## src/gpt_defines.svh

```systemverilog
// offsets, field positions, write masks and reset values of the timer block
// assumes a 32-bit wishbone register bus with byte addresses on adr_i[7:0]
`ifndef GPT_DEFINES_SVH
`define GPT_DEFINES_SVH

`define GPT_NUM_TIMERS 9
`define GPT_NUM_PAIRS 4
`define GPT_ADR_W 8
`define GPT_TIMER_STRIDE 8'h10
`define GPT_OFF_COUNT 2'h0
`define GPT_OFF_PERIOD 2'h1
`define GPT_OFF_CTRL 2'h2
`define GPT_ADR_FLAGS 8'h90

`define GPT_BIT_RUN 15
`define GPT_BIT_HALT_IDLE 13
`define GPT_BIT_GATE 6
`define GPT_BIT_PSC_HI 5
`define GPT_BIT_PSC_LO 4
`define GPT_BIT_JOIN 3
`define GPT_BIT_SYNC 2
`define GPT_BIT_CLKSRC 1

`define GPT_MASK_STANDALONE 16'hA076
`define GPT_MASK_EVEN 16'hA07A
`define GPT_MASK_ODD 16'hA072

`define GPT_RST_CTRL 16'h0000
`define GPT_RST_COUNT 16'h0000
`define GPT_RST_PERIOD 16'h0000

`define GPT_PSC_LIM_1 8'h00
`define GPT_PSC_LIM_8 8'h07
`define GPT_PSC_LIM_64 8'h3F
`define GPT_PSC_LIM_256 8'hFF

`endif

```

## src/gpt_pkg.sv

```systemverilog
// types shared by the timer block
// assumes gpt_defines.svh is on the include path
package gpt_pkg;
  typedef struct packed {
    logic cyc;
    logic stb;
    logic we;
    logic [7:0] adr;
    logic [3:0] sel;
    logic [31:0] dat;
  } gpt_wbreq_t;

  typedef struct packed {
    logic [1:0] adcTrigger;
    logic [1:0] dmaRequest;
  } gpt_trig_t;
endpackage

```

## src/gpt_timers.sv

```systemverilog
// general purpose timers: one stand-alone 16-bit timer and four joinable pairs
// assumes one 100 MHz clock, a classic wishbone master and async external pins
// What this block does
// - stand-alone timer: 16-bit, internal timer, synchronous or asynchronous pin counter
// - stand-alone flags on period match or on gate falling edge
// - control bit 15 written 1 starts, written 0 stops the stand-alone timer
// - halt-in-idle bit set stops a timer while the device is idle
// - gate enable acts only with internal clock; counts while gate is high
// - prescale bits 5-4: 11=1:256, 10=1:64, 01=1:8, 00=1:1
// - sync bit picks synchronized or asynchronous pin counting, internal clock ignores it
// - clock source bit: 1 counts pin rising edges, 0 the instruction clock
// - unimplemented control bits read zero and ignore writes
// - split pair timers are synchronous only, no asynchronous counter
// - even control bit 3 joins the pair into one 32-bit timer
// - joined pair: even count is low word, odd count high word
// - joined pair: odd control ignored, even control and pin drive all
// - joined pair signals its match through the odd timer flag
// - joined period is odd period high word with even period low word
// - only timers two and three provide the capture/compare time base
// - pair two/three triggers converter one, pair four/five converter two
// - only timers two and three raise dma requests
// - odd control holds run, idle, gate, prescale, source but no join bit
//
// Our own choices: register access over Wishbone and the register addresses.
`timescale 1ns/1ps
`default_nettype none
`include "gpt_defines.svh"

module gpt_timers (
  input wire logic sys_clk,
  input wire logic rst_n,
  input wire gpt_pkg::gpt_wbreq_t wbReq,
  output logic [31:0] dat_o,
  output logic ack_o,
  input wire logic idleMode,
  input wire logic [8:0] timerPin,
  output logic [8:0] timerEvent,
  output gpt_pkg::gpt_trig_t trigOut,
  output logic [15:0] captureBaseLow,
  output logic [15:0] captureBaseHigh
);
  import gpt_pkg::*;

  localparam int NT = `GPT_NUM_TIMERS;

  // index 0 is the stand-alone timer, 1..8 are timers two..nine
  function automatic logic [15:0] ctrlMask(input int t);
    if (t == 0) begin
      ctrlMask = `GPT_MASK_STANDALONE;
    end else if (t % 2 == 1) begin
      ctrlMask = `GPT_MASK_EVEN;
    end else begin
      ctrlMask = `GPT_MASK_ODD;
    end
  endfunction

  function automatic logic [7:0] pscLimit(input logic [1:0] sel);
    unique case (sel)
      2'h3: pscLimit = `GPT_PSC_LIM_256;
      2'h2: pscLimit = `GPT_PSC_LIM_64;
      2'h1: pscLimit = `GPT_PSC_LIM_8;
      2'h0: pscLimit = `GPT_PSC_LIM_1;
    endcase
  endfunction

  logic [15:0] ctrl_ff [NT];
  logic [15:0] nxt_ctrl [NT];
  logic [15:0] count_ff [NT];
  logic [15:0] nxt_count [NT];
  logic [15:0] period_ff [NT];
  logic [15:0] nxt_period [NT];
  logic [7:0] psc_ff [NT];
  logic [7:0] nxt_psc [NT];
  logic [8:0] flag_ff, nxt_flag;
  logic [8:0] evt_ff, nxt_evt;
  logic [8:0] pinS1_ff, pinS2_ff, pinS3_ff, pinLevel_ff, nxt_pinLevel;
  logic [31:0] dat_ff, nxt_dat;
  logic ack_ff, nxt_ack;
  logic [1:0] adc_ff, nxt_adc, dma_ff, nxt_dma;
  logic [15:0] capLo_ff, capHi_ff;

  logic [15:0] effCtrl [NT];
  logic [8:0] run, rawEdge, tick, gateFall, pinRise, pinFall, pinAsyncRise;
  logic [8:0] ctrlWr, countWr, periodWr;
  logic [3:0] joined;
  logic busWr, flagWr;
  logic [3:0] selT;
  logic [1:0] selR;
  logic [15:0] wrData, wrLane;

  // pin synchronisers; only the second stage reads the first
  always_ff @(posedge sys_clk or negedge rst_n) begin
    if (!rst_n) begin
      pinS1_ff <= 9'h000;
      pinS2_ff <= 9'h000;
      pinS3_ff <= 9'h000;
      pinLevel_ff <= 9'h000;
    end else begin
      pinS1_ff <= timerPin;
      pinS2_ff <= pinS1_ff;
      pinS3_ff <= pinS2_ff;
      pinLevel_ff <= nxt_pinLevel;
    end
  end

  always_comb begin
    // a change only counts once stages two and three agree
    nxt_pinLevel = pinLevel_ff;
    for (int i = 0; i < NT; i++) begin
      if (pinS2_ff[i] == pinS3_ff[i]) begin
        nxt_pinLevel[i] = pinS2_ff[i];
      end
    end
  end

  assign pinRise = nxt_pinLevel & ~pinLevel_ff;
  assign pinFall = ~nxt_pinLevel & pinLevel_ff;
  // unfiltered edge, one cycle sooner; the closest an all-synchronous design gets to async
  assign pinAsyncRise = pinS2_ff & ~pinS3_ff;

  // bus decode
  assign selT = wbReq.adr[7:4];
  assign selR = wbReq.adr[3:2];
  assign busWr = wbReq.cyc && wbReq.stb && wbReq.we && ack_ff;
  assign flagWr = busWr && (wbReq.adr == `GPT_ADR_FLAGS);
  assign wrLane = {{8{wbReq.sel[1]}}, {8{wbReq.sel[0]}}};

  genvar g;
  generate
    for (g = 0; g < NT; g++) begin : gTimer
      logic hit;
      logic [15:0] ownCtrl;
      assign hit = busWr && (selT == 4'(g)) && (wbReq.adr[1:0] == 2'h0);
      assign ctrlWr[g] = hit && (selR == `GPT_OFF_CTRL);
      assign countWr[g] = hit && (selR == `GPT_OFF_COUNT);
      assign periodWr[g] = hit && (selR == `GPT_OFF_PERIOD);
      assign ownCtrl = ctrl_ff[g];
      if (g > 0 && g % 2 == 0) begin : gOdd
        // joined pair: the odd timer runs on the even timer's setup
        assign effCtrl[g] = joined[(g - 2) / 2] ? ctrl_ff[g - 1] : ownCtrl;
      end else begin : gOwn
        assign effCtrl[g] = ownCtrl;
      end
      assign run[g] = effCtrl[g][`GPT_BIT_RUN] &&
        !(effCtrl[g][`GPT_BIT_HALT_IDLE] && idleMode);
      always_comb begin
        if (effCtrl[g][`GPT_BIT_CLKSRC]) begin
          // pair timers always use the filtered edge
          if (g == 0 && !effCtrl[g][`GPT_BIT_SYNC]) begin
            rawEdge[g] = pinAsyncRise[g];
          end else begin
            rawEdge[g] = pinRise[g];
          end
          gateFall[g] = 1'b0;
        end else begin
          rawEdge[g] = !effCtrl[g][`GPT_BIT_GATE] || pinLevel_ff[g];
          gateFall[g] = effCtrl[g][`GPT_BIT_GATE] && pinFall[g] && run[g];
        end
        nxt_psc[g] = psc_ff[g];
        tick[g] = 1'b0;
        if (!run[g] || ctrlWr[g]) begin
          nxt_psc[g] = 8'h00;
        end else if (rawEdge[g]) begin
          if (psc_ff[g] >= pscLimit(effCtrl[g][`GPT_BIT_PSC_HI:`GPT_BIT_PSC_LO])) begin
            nxt_psc[g] = 8'h00;
            tick[g] = 1'b1;
          end else begin
            nxt_psc[g] = psc_ff[g] + 8'h01;
          end
        end
        nxt_ctrl[g] = ctrl_ff[g];
        if (ctrlWr[g]) begin
          nxt_ctrl[g] = ((ctrl_ff[g] & ~wrLane) | (wbReq.dat[15:0] & wrLane)) &
            ctrlMask(g);
        end
        nxt_period[g] = period_ff[g];
        if (periodWr[g]) begin
          nxt_period[g] = (period_ff[g] & ~wrLane) | (wbReq.dat[15:0] & wrLane);
        end
      end
      always_ff @(posedge sys_clk or negedge rst_n) begin
        if (!rst_n) begin
          ctrl_ff[g] <= `GPT_RST_CTRL;
          period_ff[g] <= `GPT_RST_PERIOD;
          count_ff[g] <= `GPT_RST_COUNT;
          psc_ff[g] <= 8'h00;
        end else begin
          ctrl_ff[g] <= nxt_ctrl[g];
          period_ff[g] <= nxt_period[g];
          count_ff[g] <= nxt_count[g];
          psc_ff[g] <= nxt_psc[g];
        end
      end
    end
    for (g = 0; g < `GPT_NUM_PAIRS; g++) begin : gPair
      assign joined[g] = ctrl_ff[2 * g + 1][`GPT_BIT_JOIN];
    end
  endgenerate

  // counting and match events
  always_comb begin
    logic [31:0] full;
    logic [31:0] per32;
    int e;
    int o;
    full = 32'h0;
    per32 = 32'h0;
    e = 0;
    o = 0;
    nxt_evt = gateFall;
    for (int t = 0; t < NT; t++) begin
      nxt_count[t] = count_ff[t];
      if (tick[t]) begin
        if (count_ff[t] == period_ff[t]) begin
          nxt_count[t] = 16'h0000;
          nxt_evt[t] = 1'b1;
        end else begin
          nxt_count[t] = count_ff[t] + 16'h0001;
        end
      end
    end
    for (int p = 0; p < `GPT_NUM_PAIRS; p++) begin
      e = 2 * p + 1;
      o = 2 * p + 2;
      if (joined[p]) begin
        full = {count_ff[o], count_ff[e]};
        per32 = {period_ff[o], period_ff[e]};
        nxt_count[e] = count_ff[e];
        nxt_count[o] = count_ff[o];
        nxt_evt[e] = 1'b0;
        nxt_evt[o] = gateFall[e];
        if (tick[e]) begin
          if (full == per32) begin
            nxt_count[e] = 16'h0000;
            nxt_count[o] = 16'h0000;
            nxt_evt[o] = 1'b1;
          end else begin
            full = full + 32'h0000_0001;
            nxt_count[e] = full[15:0];
            nxt_count[o] = full[31:16];
          end
        end
      end
    end
    for (int t = 0; t < NT; t++) begin
      if (countWr[t]) begin
        nxt_count[t] = (count_ff[t] & ~wrLane) | (wbReq.dat[15:0] & wrLane);
      end
    end
    // write-one-to-clear, but a new event wins over the clear
    nxt_flag = flag_ff;
    if (flagWr && wbReq.sel[0]) begin
      nxt_flag[7:0] = flag_ff[7:0] & ~wbReq.dat[7:0];
    end
    if (flagWr && wbReq.sel[1]) begin
      nxt_flag[8] = flag_ff[8] & ~wbReq.dat[8];
    end
    nxt_flag = nxt_flag | nxt_evt;
    nxt_adc = {nxt_evt[4], nxt_evt[2]};
    nxt_dma = {nxt_evt[2], nxt_evt[1]};
  end

  // bus answer: ack one cycle after the request, write lands on the ack edge
  always_comb begin
    nxt_ack = wbReq.cyc && wbReq.stb && !ack_ff;
    nxt_dat = 32'h0000_0000;
    if (wbReq.adr == `GPT_ADR_FLAGS) begin
      nxt_dat = {23'h0, flag_ff};
    end else if (selT < 4'(NT) && wbReq.adr[1:0] == 2'h0) begin
      unique case (selR)
        `GPT_OFF_COUNT: nxt_dat = {16'h0, count_ff[selT]};
        `GPT_OFF_PERIOD: nxt_dat = {16'h0, period_ff[selT]};
        `GPT_OFF_CTRL: nxt_dat = {16'h0, ctrl_ff[selT]};
        default: nxt_dat = 32'h0000_0000;
      endcase
    end
  end

  always_ff @(posedge sys_clk or negedge rst_n) begin
    if (!rst_n) begin
      ack_ff <= 1'b0;
      dat_ff <= 32'h0000_0000;
      flag_ff <= 9'h000;
      evt_ff <= 9'h000;
      adc_ff <= 2'h0;
      dma_ff <= 2'h0;
      capLo_ff <= 16'h0000;
      capHi_ff <= 16'h0000;
    end else begin
      ack_ff <= nxt_ack;
      dat_ff <= nxt_dat;
      flag_ff <= nxt_flag;
      evt_ff <= nxt_evt;
      adc_ff <= nxt_adc;
      dma_ff <= nxt_dma;
      capLo_ff <= nxt_count[1];
      capHi_ff <= nxt_count[2];
    end
  end

  assign ack_o = ack_ff;
  assign dat_o = dat_ff;
  assign timerEvent = evt_ff;
  assign trigOut.adcTrigger = adc_ff;
  assign trigOut.dmaRequest = dma_ff;
  assign captureBaseLow = capLo_ff;
  assign captureBaseHigh = capHi_ff;
endmodule // gpt_timers
`default_nettype wire

```

## config.mk

```make
export PLATFORM = sky130hd
export DESIGN_NAME = gpt_timers
export DESIGN_NICKNAME = d
export VERILOG_FILES = /design/src/gpt_pkg.sv /design/src/gpt_timers.sv
export VERILOG_INCLUDE_DIRS = /design/src
export SDC_FILE = /design/constraint.sdc
export NUM_CORES = 2
export LEC_CHECK = 0
export BUFFER_PORTS_ARGS = -buffer_cell sky130_fd_sc_hd__clkbuf_2
export CAP_MARGIN = 10
export CORE_MARGIN = 5
export CORE_UTILIZATION = 57
export CTS_CLUSTER_SIZE = 14
export DETAILED_ROUTE_END_ITERATION = 10
export PLACE_DENSITY = 0.75
export SYNTH_ARGS = -nofsm -noshare
export SYNTH_HDL_FRONTEND = slang
export SYNTH_SLANG_ARGS = --single-unit
```

## constraint.sdc

```tcl
create_clock -name sys_clk -period 4.6 [get_ports sys_clk]
set_clock_uncertainty 0.05 [all_clocks]
set_input_delay 1.15 -clock sys_clk [delete_from_list [all_inputs] [get_ports sys_clk]]
set_output_delay 1.15 -clock sys_clk [all_outputs]
set_load 0.02 [all_outputs]
```

==> reports/metrics.yaml <==
sta:
  rsz0062_at_grt: "false"
  totalNegativeSetupSlack_ns: 0
  hold_slack_ns: 0.2956
  finalMaxSlewViolations: 0
  hold_viol_final: 0
  tightestPinTransition_ns: 1.215
  period_needed_ns: 3.794
  relSlewSlack_pct: 17.73
  fmax_mhz: 263.6
  period_share_pct: 82.48
  finalSetupViolations: 0
cts:
  cts_resized: 0
  numCtsBuffers: 56
  cts-root-buf: "clkbuf_16"
  clockBufferDepth: 3
  clk_latency_ns: 0.62
  postCtsHoldBufs: 0
  cts_setup_buffers: 0
  clk_pin_slew_ns: 0.06
  h-tree-depth: 2
  clock-sinks: 490
  cts_tree: "built"
final_layout:
  layout_commonest_cell: "dfrtp_1"
  fin_nets: 3398
  area_growth_pct: 9.325
  layout_common_cells: "dfrtp_1 (490), o21ai_0 (301), nand2_1 (266)"
  drive_gt1_share_pct: 18.62
  n_fill_cell: 4397
  fin_util_pct: 62.93
hold_path:
  hold_path_startpoint: "pinS1_ff[7]"
  holdPathEnd: "pinS2_ff[7]"
  whs_path_depth: 0
  hp-class: "flop to flop"
yosys:
  synth_top_family_by_area: "compound AO/OA/AOI/OAI gates"
  muxShareOfSynthArea_pct: 13.07
  yosys.area_share.simple_pct: 17.00
  async_flop_share_pct: 100.0
  synth_xor_area_share_pct: 5.362
  avgSynthCellArea_um2: 9.547
  synth_top_flop_cell: "dfrtp_1"
  ys_seq_elements: 490
  netlist_instances: 3251
  synth_cell_types: 98
  synth_edf_count: 0
  synth_adder_area_share_pct: 2.919
  netlist_area_um2: 31040
  synth_compound_area_share_pct: 17.47
  seq_area_frac_synth_pct: 39.51
  yosysWarnings: 0
power:
  switching_share_pct: 25.29
  seqPwrFrac_pct: 46.0
  p_leak_nw: 15.20
  p_int_w: 0.007154
  power_w: 0.009576
  power.share.combinational_pct: 6.6
  p_per_area_nw_per_um2: 282.2
  ir_drop_v: 0.0002634
  p_switching_w: 0.002421
  clkPwrFrac_pct: 47.5
run:
  drv_cap: 0
floorplanning:
  dieArea_um2: 59220
  initial_utilization_pct: 57.56
  num_rows: 85
  core_area_um2: 53920
  ios: 137
  die_w_um: 243.3
  chipHeight_um: 243.3
global_routing:
  grtUsageTotal_pct: 37.35
  grt_max_degree: 103
  antenna_found_initial: 10
  grt_pass1_vias: 27360
  overflow: 0
  grt_pass1_wl_um: 171000
detailed_routing:
  vias_per_cell: 7.136
  drtAntennaViolNets: 0
  drt_iter0_markers: 3954
  drc_errors: 0
  routedWlPerCell_um: 28.31
  drt-total-wl_um: 113700
  vias: 28670
  first_pass_iters: 9
place:
  io_buffers: 102
  dp.final_hpwl_um: 82440
  gp_congestion: 1.090
setup_path:
  crit_chain: "mux2i_1 -> or2_2 -> ha_1 -> a211oi_1 -> nand2_1 -> a21o_1 -> o311ai_0 -> nor3_1 -> a211oi_2 -> buf_4 -> or2_2 -> o31ai_1"
  cp.required_ns: 5.07
  ff2ff_setup_slack_ns: 0.81
  cp_common_cell: "or2_2"
  cp_slowest_cell: "nor3_1"
  max_stage_delay_ns: 0.97
  crit_type: "flop to flop"
  crit_arrival_ns: 4.26
  worst-path-max-fanout: 14
  reg2reg_depth: 12
  crit_path_start_kind: "flop"
  crit_path_end_kind: "flop"
outcome:
  status: "complete, no violations"
==> stage by stage <==
| step | instance area (um2) | setup slack, ns | instances |
|---|---|---|---|
| after floorplan | 31090 | 1.065 | 3266 |
| after global routing | 33910 | 0.6319 | 4010 |
| after global placement | 32090 | 0.5583 | 3910 |
| after detailed placement | 32090 | 0.4685 | 3910 |
| after CTS | 33900 | 1.003 | 4008 |
| final | 33930 | 0.8061 | 4018 |
==> logic make-up after synthesis <==
logic type / after synthesis
simple gates: 1062
buf+inv: 313
compound gates: 837
flops: 490
other cells: 1
xor+xnor: 190
fa+ha+maj: 74
mux: 284
==> final cells by class <==
type,instances,area [um2],area share (%)
multi-input combinational,2463,17400,51.27
sequential,490,12260,36.14
clock buffer,76,1568,4.621
timing repair buffer,202,1336,3.938
tap,696,870.8,2.567
clock inverter,22,249.0,0.7338
inverter,60,225.2,0.6638
antenna,9,22.52,0.06638
==> Yosys cell counts (20+ instances only) <==
cell | number | area [um2]
nor2_1 | 252 | 945.9
ha_1 | 66 | 825.8
a22o_1 | 26 | 227.7
o31ai_1 | 30 | 225.2
nor3_1 | 58 | 290.3
o32a_1 | 26 | 260.3
nor4_1 | 46 | 287.8
nand2b_1 | 32 | 200.2
o32ai_1 | 21 | 183.9
nand3_1 | 140 | 700.7
a211oi_1 | 31 | 232.7
nor2b_1 | 20 | 125.1
xor2_1 | 134 | 1174
a21o_1 | 31 | 232.7
mux4_2 | 76 | 1712
nand4_1 | 51 | 319.1
buf_4 | 52 | 390.4
nand2_1 | 266 | 998.5
xnor2_1 | 56 | 490.5
dfrtp_1 | 490 | 12260
inv_1 | 59 | 221.5
clkbuf_1 | 163 | 611.8
a31oi_1 | 30 | 187.7
and3_1 | 74 | 462.9
a21oi_1 | 128 | 640.6
o21ai_0 | 301 | 1506
a22oi_1 | 47 | 352.8
or2_2 | 25 | 156.4
mux2_2 | 194 | 2185
==> power groups by stage <==
stage	Clock, W	Sequential, W	Combinational (W)
5_1_grt	0.00474	0.00440	0.000661
4_1_cts	0.00456	0.00440	0.000607
3_3_place_gp	0	0.00447	0.000594
2_1_floorplan	0	0.00446	0.000306
3_5_place_dp	0	0.00448	0.000605
6_report	0.00455	0.00440	0.000629
==> per-layer routing <==
metal  vias to the layer above  track usage, %  share of wire (%)
li1                      12060               -                  -
met1                     14180           50.24                 38
met2                      1993           54.01                 42
met3                       428           11.63                 13
met4                        10           19.99                6.4
met5                         -           3.023               0.14
==> critical path: cells and delay by family, from the launching register on <==
kind | cells | cell delay (ns)
adders and majority gates | 1 | 0.29
and+or+nand+nor | 4 | 1.78
DFF | 1 | 0.45
muxes | 1 | 0.19
buffers and inverters | 1 | 0.25
AOI/OAI and AO/OA | 5 | 0.69
==> worst max path at each step <==
stage / startpoint / endpoint
2_1_floorplan: flop / flop
3_3_place_gp: wbReq[37] / flop
3_5_place_dp: wbReq[46] / flop
4_1_cts: flop / flop
5_1_grt: flop / flop
6_report: flop / flop
Note: power is estimated with default switching activity, not from simulation.
